`src/hdl/scg_defines.svh`:
```
// Register addresses, bit positions, reset values and timing counts of the clock generator
`ifndef SCG_DEFINES_SVH
`define SCG_DEFINES_SVH

`define SCG_TRIM_ADDR 8'h96
`define SCG_CDIV_ADDR 8'h95
`define SCG_CTRL_ADDR 16'hffde

`define SCG_TRIM_COEN_BIT 6
`define SCG_TRIM_RCCTL_BIT 7
`define SCG_CK_DONE_BIT 7
`define SCG_CK_XWD_BIT 4
`define SCG_CK_DBL_BIT 3
`define SCG_CFG2_DBL_BIT 7

`define SCG_CDIV_RST 8'h00
`define SCG_XWD_RST 1'b0

`define SCG_CLK_MHZ 50
`define SCG_XTAL_WAKE_OSC 1024
`define SCG_SLOW_WAKE_OSC 32
`define SCG_XTAL_WAKE_US 60
`define SCG_RC_WAKE_US 200
`define SCG_XTAL_WAKE_CYC (`SCG_XTAL_WAKE_US * `SCG_CLK_MHZ)

`endif

```
`src/hdl/scg_pkg.sv`:
```
// Types of the clock generator
`default_nettype none
package scg_pkg;

  typedef enum logic [2:0] {
    SRC_XTAL_HI  = 3'h0,
    SRC_XTAL_MED = 3'h1,
    SRC_XTAL_LO  = 3'h2,
    SRC_RC       = 3'h3,
    SRC_WDOSC    = 3'h4,
    SRC_EXT      = 3'h7
  } scg_src_e;

  typedef enum logic [1:0] {
    PATH_XTAL  = 2'h0,
    PATH_RC    = 2'h1,
    PATH_WDOSC = 2'h2,
    PATH_EXT   = 2'h3
  } scg_path_e;

  typedef enum logic [1:0] {
    ST_RUN       = 2'h0,
    ST_STOP_OLD  = 2'h1,
    ST_START_NEW = 2'h2,
    ST_WAKE      = 2'h3
  } scg_state_e;

endpackage
`default_nettype wire

```
`src/hdl/scg_clock_gen.sv`:
```
// Clock source selection, CPU clock division and clock output
`include "scg_defines.svh"
`default_nettype none
module scg_clock_gen
  import scg_pkg::*;
#(
  parameter int RC_WAKE_CYC = `SCG_RC_WAKE_US * `SCG_CLK_MHZ
) (
  // Clock and reset
  input wire logic I_CLK,
  input wire logic I_RST_N,
  input wire logic I_TRIM_RELOAD,
  // Factory and configuration bytes
  input wire logic [7:0] I_FACTORY_TRIM,
  input wire logic [7:0] I_CFG_BYTE_ONE,
  input wire logic [7:0] I_CFG_BYTE_TWO,
  // Oscillator levels: crystal, RC, watchdog oscillator, external
  input wire logic [3:0] I_OSC_LEVEL,
  input wire logic I_WAKE,
  input wire logic I_RTC_USES_XTAL,
  // Special function register port
  input wire logic [7:0] I_SFR_ADDR,
  input wire logic I_SFR_WR,
  input wire logic [7:0] I_SFR_WDATA,
  output logic [7:0] O_SFR_RDATA,
  // External data port
  input wire logic [15:0] I_XDATA_ADDR,
  input wire logic I_XDATA_WR,
  input wire logic [7:0] I_XDATA_WDATA,
  output logic [7:0] O_XDATA_RDATA,
  // Derived clocks
  output logic O_CPU_TICK,
  output logic O_PCLK,
  output logic O_MACHINE_TICK,
  // Clock output pin
  output logic O_CLOCK_OUT_PIN,
  output logic O_CLOCK_OUT_OE_N,
  // Oscillator controls
  output logic [5:0] O_RC_TRIM,
  output logic O_RC_CLK_CTRL,
  output logic O_RC_DOUBLE,
  output logic [1:0] O_XTAL_RANGE,
  output logic O_WDOG_XTAL_SEL
);

  ////////////////////////////////////////////////////////////////////////////////
  function automatic scg_path_e path_of(input logic [2:0] s);
    unique case (s)
      SRC_XTAL_HI, SRC_XTAL_MED, SRC_XTAL_LO: path_of = PATH_XTAL;
      SRC_WDOSC: path_of = PATH_WDOSC;
      SRC_EXT: path_of = PATH_EXT;
      default: path_of = PATH_RC;
    endcase
  endfunction

  function automatic logic [10:0] wake_osc(input scg_path_e p);
    unique case (p)
      PATH_XTAL: wake_osc = 11'(`SCG_XTAL_WAKE_OSC);
      PATH_RC: wake_osc = 11'h000;
      PATH_WDOSC, PATH_EXT: wake_osc = 11'(`SCG_SLOW_WAKE_OSC);
    endcase
  endfunction

  function automatic logic [15:0] wake_time(input scg_path_e p);
    unique case (p)
      PATH_XTAL: wake_time = 16'(`SCG_XTAL_WAKE_CYC);
      PATH_RC: wake_time = 16'(RC_WAKE_CYC);
      PATH_WDOSC, PATH_EXT: wake_time = 16'h0000;
    endcase
  endfunction

  ////////////////////////////////////////////////////////////////////////////////
  logic [7:0] trim_q, trim_d;
  logic [7:0] cdiv_q, cdiv_d;
  logic [2:0] src_q, src_d;
  logic dbl_q, dbl_d;
  logic xwd_q, xwd_d;
  logic done_q, done_d;
  scg_state_e st_q, st_d;
  scg_path_e cur_q, cur_d;
  logic gate_q, gate_d;
  logic lvl_q, lvl_d;
  logic [10:0] oscl_q, oscl_d;
  logic [15:0] timl_q, timl_d;
  logic osc_edge;
  logic ck_wr;
  logic cpu_tick;

  assign ck_wr = I_XDATA_WR && (I_XDATA_ADDR == `SCG_CTRL_ADDR);
  // Gated level only rises after a low phase, so no runt edge reaches the divider
  assign osc_edge = gate_q && I_OSC_LEVEL[cur_q] && !lvl_q;

  always_comb begin
    trim_d = trim_q;
    cdiv_d = cdiv_q;
    src_d = src_q;
    dbl_d = dbl_q;
    xwd_d = xwd_q;
    done_d = done_q;
    st_d = st_q;
    cur_d = cur_q;
    gate_d = gate_q;
    lvl_d = gate_q && I_OSC_LEVEL[cur_q];
    oscl_d = oscl_q;
    timl_d = timl_q;
    if (I_SFR_WR && I_SFR_ADDR == `SCG_TRIM_ADDR) begin
      trim_d = I_SFR_WDATA;
    end
    if (I_SFR_WR && I_SFR_ADDR == `SCG_CDIV_ADDR) begin
      cdiv_d = I_SFR_WDATA;
    end
    unique case (st_q)
      ST_RUN: begin
        // Writes while a switch is in progress are dropped
        if (ck_wr && done_q) begin
          src_d = I_XDATA_WDATA[2:0];
          dbl_d = I_XDATA_WDATA[`SCG_CK_DBL_BIT];
          xwd_d = I_XDATA_WDATA[`SCG_CK_XWD_BIT];
          if (path_of(I_XDATA_WDATA[2:0]) != cur_q || I_XDATA_WDATA[`SCG_CK_DBL_BIT] != dbl_q) begin
            done_d = 1'b0;
            st_d = ST_STOP_OLD;
          end
        end else if (I_WAKE) begin
          st_d = ST_WAKE;
          oscl_d = wake_osc(cur_q);
          timl_d = wake_time(cur_q);
        end
      end
      ST_STOP_OLD: begin
        if (!I_OSC_LEVEL[cur_q]) begin
          gate_d = 1'b0;
          cur_d = path_of(src_q);
          st_d = ST_START_NEW;
        end
      end
      ST_START_NEW: begin
        if (!I_OSC_LEVEL[cur_q]) begin
          gate_d = 1'b1;
          st_d = ST_WAKE;
          oscl_d = wake_osc(cur_q);
          timl_d = wake_time(cur_q);
        end
      end
      ST_WAKE: begin
        if (oscl_q != 11'h000) begin
          if (osc_edge) begin
            oscl_d = oscl_q - 11'h001;
          end
        end else if (timl_q != 16'h0000) begin
          timl_d = timl_q - 16'h0001;
        end else begin
          st_d = ST_RUN;
          done_d = 1'b1;
        end
      end
    endcase
    if (!I_RST_N) begin
      trim_d = I_TRIM_RELOAD ? I_FACTORY_TRIM : trim_q;
      cdiv_d = `SCG_CDIV_RST;
      src_d = I_CFG_BYTE_ONE[2:0];
      dbl_d = I_CFG_BYTE_TWO[`SCG_CFG2_DBL_BIT];
      xwd_d = `SCG_XWD_RST;
      done_d = 1'b0;
      st_d = ST_START_NEW;
      cur_d = path_of(I_CFG_BYTE_ONE[2:0]);
      gate_d = 1'b0;
      lvl_d = 1'b0;
      oscl_d = 11'h000;
      timl_d = 16'h0000;
    end
  end

  always_ff @(posedge I_CLK) begin
    trim_q <= trim_d;
    cdiv_q <= cdiv_d;
    src_q <= src_d;
    dbl_q <= dbl_d;
    xwd_q <= xwd_d;
    done_q <= done_d;
    st_q <= st_d;
    cur_q <= cur_d;
    gate_q <= gate_d;
    lvl_q <= lvl_d;
    oscl_q <= oscl_d;
    timl_q <= timl_d;
  end

  ////////////////////////////////////////////////////////////////////////////////
  scg_divider #(
    .DIV_W(8)
  ) u_div (
    .clk(I_CLK),
    .rst_n(I_RST_N),
    .osc_edge(osc_edge),
    .run(st_q == ST_RUN),
    .div(cdiv_q),
    .tick_q(cpu_tick)
  );
  assign O_CPU_TICK = cpu_tick;

  ////////////////////////////////////////////////////////////////////////////////
  logic pclk_d, mcyc_d, cko_d, oe_n_d, wsel_d, co_ok;
  logic [7:0] srd_d, xrd_d;
  logic [1:0] rng_d;

  always_comb begin
    co_ok = trim_q[`SCG_TRIM_COEN_BIT] && cur_q != PATH_XTAL && !xwd_q && !I_RTC_USES_XTAL;
    pclk_d = cpu_tick ? !O_PCLK : O_PCLK;
    mcyc_d = cpu_tick && O_PCLK;
    cko_d = co_ok ? (cpu_tick ? !O_CLOCK_OUT_PIN : O_CLOCK_OUT_PIN) : 1'b0;
    oe_n_d = !co_ok;
    wsel_d = xwd_q && src_q == SRC_XTAL_LO;
    unique case (src_q)
      SRC_XTAL_LO: rng_d = 2'h1;
      SRC_XTAL_MED: rng_d = 2'h2;
      SRC_XTAL_HI: rng_d = 2'h3;
      default: rng_d = 2'h0;
    endcase
    unique case (I_SFR_ADDR)
      `SCG_TRIM_ADDR: srd_d = trim_q;
      `SCG_CDIV_ADDR: srd_d = cdiv_q;
      default: srd_d = 8'h00;
    endcase
    xrd_d = (I_XDATA_ADDR == `SCG_CTRL_ADDR) ? {done_q, 2'h0, xwd_q, dbl_q, src_q} : 8'h00;
    if (!I_RST_N) begin
      pclk_d = 1'b0;
      mcyc_d = 1'b0;
      cko_d = 1'b0;
      oe_n_d = 1'b1;
      wsel_d = 1'b0;
      rng_d = 2'h0;
      srd_d = 8'h00;
      xrd_d = 8'h00;
    end
  end

  always_ff @(posedge I_CLK) begin
    O_PCLK <= pclk_d;
    O_MACHINE_TICK <= mcyc_d;
    O_CLOCK_OUT_PIN <= cko_d;
    O_CLOCK_OUT_OE_N <= oe_n_d;
    O_WDOG_XTAL_SEL <= wsel_d;
    O_XTAL_RANGE <= rng_d;
    O_SFR_RDATA <= srd_d;
    O_XDATA_RDATA <= xrd_d;
  end

  assign O_RC_TRIM = trim_q[5:0];
  assign O_RC_CLK_CTRL = trim_q[`SCG_TRIM_RCCTL_BIT];
  assign O_RC_DOUBLE = dbl_q;
endmodule
`default_nettype wire

```
`src/hdl/scg_divider.sv`:
```
// Oscillator-clock divider producing the CPU clock tick
`default_nettype none
module scg_divider #(
  parameter int DIV_W = 8
) (
  // Clock and reset
  input wire logic clk,
  input wire logic rst_n,
  // Oscillator edge and run gate
  input wire logic osc_edge,
  input wire logic run,
  input wire logic [DIV_W-1:0] div,
  // CPU clock tick
  output logic tick_q
);

  logic [DIV_W:0] cnt_q;
  logic [DIV_W:0] cnt_d;
  logic [DIV_W:0] lim_m1;
  logic tick_d;

  // Zero divides by one, otherwise by twice the value, so up to 510
  always_comb begin
    lim_m1 = (div == '0) ? '0 : {div, 1'b0} - (DIV_W+1)'(1);
    cnt_d = cnt_q;
    tick_d = 1'b0;
    if (run && osc_edge) begin
      // Compare with >= so a smaller value written mid-count takes at once
      if (cnt_q >= lim_m1) begin
        cnt_d = '0;
        tick_d = 1'b1;
      end else begin
        cnt_d = cnt_q + (DIV_W+1)'(1);
      end
    end
    if (!rst_n) begin
      cnt_d = '0;
      tick_d = 1'b0;
    end
  end

  always_ff @(posedge clk) begin
    cnt_q <= cnt_d;
    tick_q <= tick_d;
  end

endmodule
`default_nettype wire

```
`config.mk`:
```
export PLATFORM = sky130hd
export DESIGN_NAME = scg_clock_gen
export DESIGN_NICKNAME = d
export VERILOG_FILES = /design/src/hdl/scg_pkg.sv /design/src/hdl/scg_clock_gen.sv /design/src/hdl/scg_divider.sv
export VERILOG_INCLUDE_DIRS = /design/src /design/src/hdl
export SDC_FILE = /design/constraint.sdc
export NUM_CORES = 1
export LEC_CHECK = 0
export ABC_AREA = 1
export BUFFER_PORTS_ARGS = -buffer_cell sky130_fd_sc_hd__buf_4
export CORE_MARGIN = 3
export CORE_UTILIZATION = 41
export CTS_BUF_LIST = sky130_fd_sc_hd__clkbuf_4 sky130_fd_sc_hd__clkbuf_8
export CTS_CLUSTER_DIAMETER = 30
export DETAILED_ROUTE_END_ITERATION = 16
export SLEW_MARGIN = 30
export SYNTH_ARGS = -nofsm -noshare
export SYNTH_HDL_FRONTEND = slang
export SYNTH_SLANG_ARGS = --single-unit
```
`constraint.sdc`:
```
create_clock -name I_CLK -period 2.5 [get_ports I_CLK]
set_clock_uncertainty 0.1 [all_clocks]
set_input_delay 0.375 -clock I_CLK [delete_from_list [all_inputs] [get_ports I_CLK]]
set_output_delay 0.375 -clock I_CLK [all_outputs]
set_load 0.02 [all_outputs]
```
==> impl_results.md <==
- Outcome: complete, no violations
- List of most frequent post-synthesis cells: nand2_1 (184), nor2_1 (125), dfxtp_1 (72)
- WP buf/inv: 2
- Fraction of layout cells with a size suffix above 1: 0.197
- Period utilization: 0.929
- GR Overflow Total: 0
- Fmax: 431 MHz
- Rows: 39
- CTS tree: built
- Flop pwr share: 0.341
- Total GRT Usage: 0.189
- # diodes: 0
- Endpoint class of the critical path: register
- Wire length on met2: 6.14 mm
- Tightest Hold Check Type: primary input to register
- Gpl congestion: 0.851
- Post-route ant nets: 0
- Io pins: 107
- DR pass1 iterations: 4
- Min cycle time layout: 2.32 ns
- Main combinational cell family by area after synthesis: simple AND/OR/NAND/NOR gates
- Initial antenna violation count: 0
- Syn-to-layout area delta: 22.6%
- Leakage: 2.78 nW
- Setup CP Type: register to register
- CTS hold repair buffers: 0
- Floorplan die height: 116 µm
- Power share of the clock group: 0.227
- RR Startpoint: cdiv_q[2]$_SDFFE_PN0P_
- Net Sw Frac: 0.403
- Worst VDD drop: 0.552 mV
- Gate power share: 0.432
- Root Driver: clkbuf_8
- Post-synthesis simple-gate area fraction: 0.344
- Min-Delay Startpoint: I_RTC_USES_XTAL
- Largest net degree at the start of global routing: 31
- FFs w/ async S/R, synth: 0
- Storage cell area: 1860 µm²
- Top cell family by delay on the critical path: simple AND/OR/NAND/NOR gates
- Routed vias: 4738
- CTS buffer count: 9
- Main synth FF type: dfxtp_1
- Buffers added on ports: 89
- Met1 Wirelength: 5.82 mm
- Top cells by area, synth: dfxtp_1 (29%), nand2_1 (14%), nor2_1 (9.5%)
- Synth top area share: 0.293
- Count leader, synth: nand2_1
- CP cell instances: nor2_1, nand2_1, inv_1, nand3_2, nor2_4, nand2_1, nand2_1, nand3_1, ha_4, nand2_2, nor2_1, nand3b_1, nand3_2, o21ai_2, buf_4, nand3_1, nor2_1
- Max layer used: met4
- WHS Endpoint: O_CLOCK_OUT_OE_N$_SDFF_PN1_
- Utilization of the core after routing: 0.522
- Number of flops mapped to enable cells by yosys: 14
- Die area: 13400 µm²
- R2R Path End: u_div.cnt_q[3]$_SDFFE_PN0P_
- Slowest CP cell: dfxtp_2
- Adder-Cell Fraction of Synth Area: 0.0483
- Synthesized area per cell: 6.94 µm²
- Synth Instances: 710
- Synth area leader: dfxtp_1
- Final WL: 12.6 mm
- Final setup viols: 0
- Clock sink count: 86
- Met3 WL: 410 µm
- Placed Cells: 933
- Worst path max stage delay: 0.35 ns
- Clock Latency Late Sink: 0.38 ns
- Hold Slack: 0.125 ns
- Area of the mapped netlist: 4920 µm²
- Synth Area in Compound Gates: 0.111
- Vias per cell: 4.99
- DP HPWL: 9.49 mm
- Final hold vios: 0
- XOR/XNOR share of the synthesized area: 0.0373
- CTS H-Tree Depth: 3
- Max clock buf depth: 2
- WL/cell: 13.2 µm
- Drt drc: 0
- Area post-placement: 5740 µm²
- Hold depth: 3
- Final instance area: 6040 µm²
- Nets@finish: 895
- Clock transition at path regs: 0.08 ns
- FF-to-FF setup slack: 0.18 ns
- Part of the Yosys area used for sequential elements: 0.378
- Max Cap Viol: 0
- Required time worst endpoint: 2.67 ns
- Filler-free cell count of the finished design: 949
- First DRT Iteration DRCs: 171
- Crit path max fanout: 4
- Mux cell area share after synthesis: 0
- Slew Limit Fails: 0
- Pwr/cell area: 864 nW/µm²
- Initial Utilization: 0.426
- Synth warn: 0
- Die Wd: 116 µm
- Worst path arrival time: 2.49 ns
- Multi-input logic area: 2720 µm²
- R2R depth: 17
- Synth cell types: 40
- First-pass GRT wire length: 20.4 mm
- Startpoint types: register
- Pint: 3.12 mW
- Flops & latches, synth: 86
- Psw: 2.10 mW
- Area of the core: 11600 µm²
- Fillers: 1167
- Vias in the first global route: 4394
==> what timing repair did <==
action | in CTS | in global routing
pin swaps | 0 | 2
resized for setup | 1 | 16
setup endpoints to repair | 2 | 10
cloned | 0 | 0
setup buffers | 0 | 0
==> per-stage QoR <==
stage	setup TNS [ns]	power (mW)	worst slack, ns
6_report	0	5.22	0.178
5_1_grt	-0.0117	5.67	-0.0117
4_1_cts	0	5.25	0.0492
3_5_place_dp	0	4.06	0.00229
3_3_place_gp	0	4.01	0.0783
2_1_floorplan	0	3.56	0.265
==> power groups by stage <==
| stage | Combinational (mW) | Clock (mW) | Sequential (mW) |
|---|---|---|---|
| 3_3_place_gp | 2.21 | 0 | 1.80 |
| 5_1_grt | 2.61 | 1.26 | 1.81 |
| 4_1_cts | 2.27 | 1.21 | 1.77 |
| 3_5_place_dp | 2.26 | 0 | 1.80 |
| 2_1_floorplan | 1.80 | 0 | 1.77 |
| 6_report | 2.26 | 1.18 | 1.78 |
==> state kept, by name, indices dropped and copies added (netlist names), 2 cells and up <==
register / count
u_div.cnt_q: 9
O_XTAL_RANGE: 2
O_SFR_RDATA: 8
trim_q: 8
O_XDATA_RDATA: 6
timl_q: 16
st_q: 2
src_q: 3
cdiv_q: 8
oscl_q: 11
cur_q: 2
==> worst max path at each step <==
stage | from | end | slack (ns) | cells past startpoint
floorplan | cdiv_q[2]$_SDFFE_PN0P_ | u_div.cnt_q[0]$_SDFFE_PN0P_ | 0.26 | 12
global placement | cdiv_q[0]$_SDFFE_PN0P_ | u_div.cnt_q[0]$_SDFFE_PN0P_ | 0.08 | 15
detailed placement | cdiv_q[0]$_SDFFE_PN0P_ | u_div.cnt_q[0]$_SDFFE_PN0P_ | 0.002 | 16
CTS | cdiv_q[0]$_SDFFE_PN0P_ | u_div.cnt_q[0]$_SDFFE_PN0P_ | 0.05 | 16
global route | cdiv_q[1]$_SDFFE_PN0P_ | u_div.cnt_q[3]$_SDFFE_PN0P_ | -0.01 | 14
finish | cdiv_q[2]$_SDFFE_PN0P_ | u_div.cnt_q[3]$_SDFFE_PN0P_ | 0.18 | 17
==> area by class of cell <==
| cell class | instances | share of cell area |
|---|---|---|
| Multi-Input combinational cell | 532 | 0.451 |
| Sequential cell | 86 | 0.309 |
| Clock buffer | 11 | 0.0230 |
| Tap cell | 143 | 0.0296 |
| Clock inverter | 5 | 0.0164 |
| Inverter | 69 | 0.0429 |
| Timing Repair Buffer | 103 | 0.128 |
==> cells by family after synthesis <==
group / Yosys count
DFF: 86
and+or+nand+nor: 397
other: 1
adders and majority gates: 19
AOI/OAI and AO/OA: 93
buffers and inverters: 93
xor gates and xnor gates: 21
==> layout by cell type (no fill, tap or decap), types with 16 or more instances in the layout <==
cell,count
xor2_1,16
nand2_1,182
dfxtp_1,71
buf_4,103
nor2_1,123
nand3_1,45
o21ai_0,32
inv_1,64
a21oi_1,32
ha_1,17
==> tightest hold or removal path, delay by kind of cell <==
family	cells	cell delay [ns]
compound gates	1	0.08
buf+inv	1	0.08
simple gates	1	0.04
==> metal layers <==
metal	GRT usage	vias to the layer above
li1	-	2461
met1	0.249	2202
met2	0.317	63
met3	0.0272	12
met4	0.0696	0
met5	0	-
No activity file was read; power rests on OpenSTA's default activity.
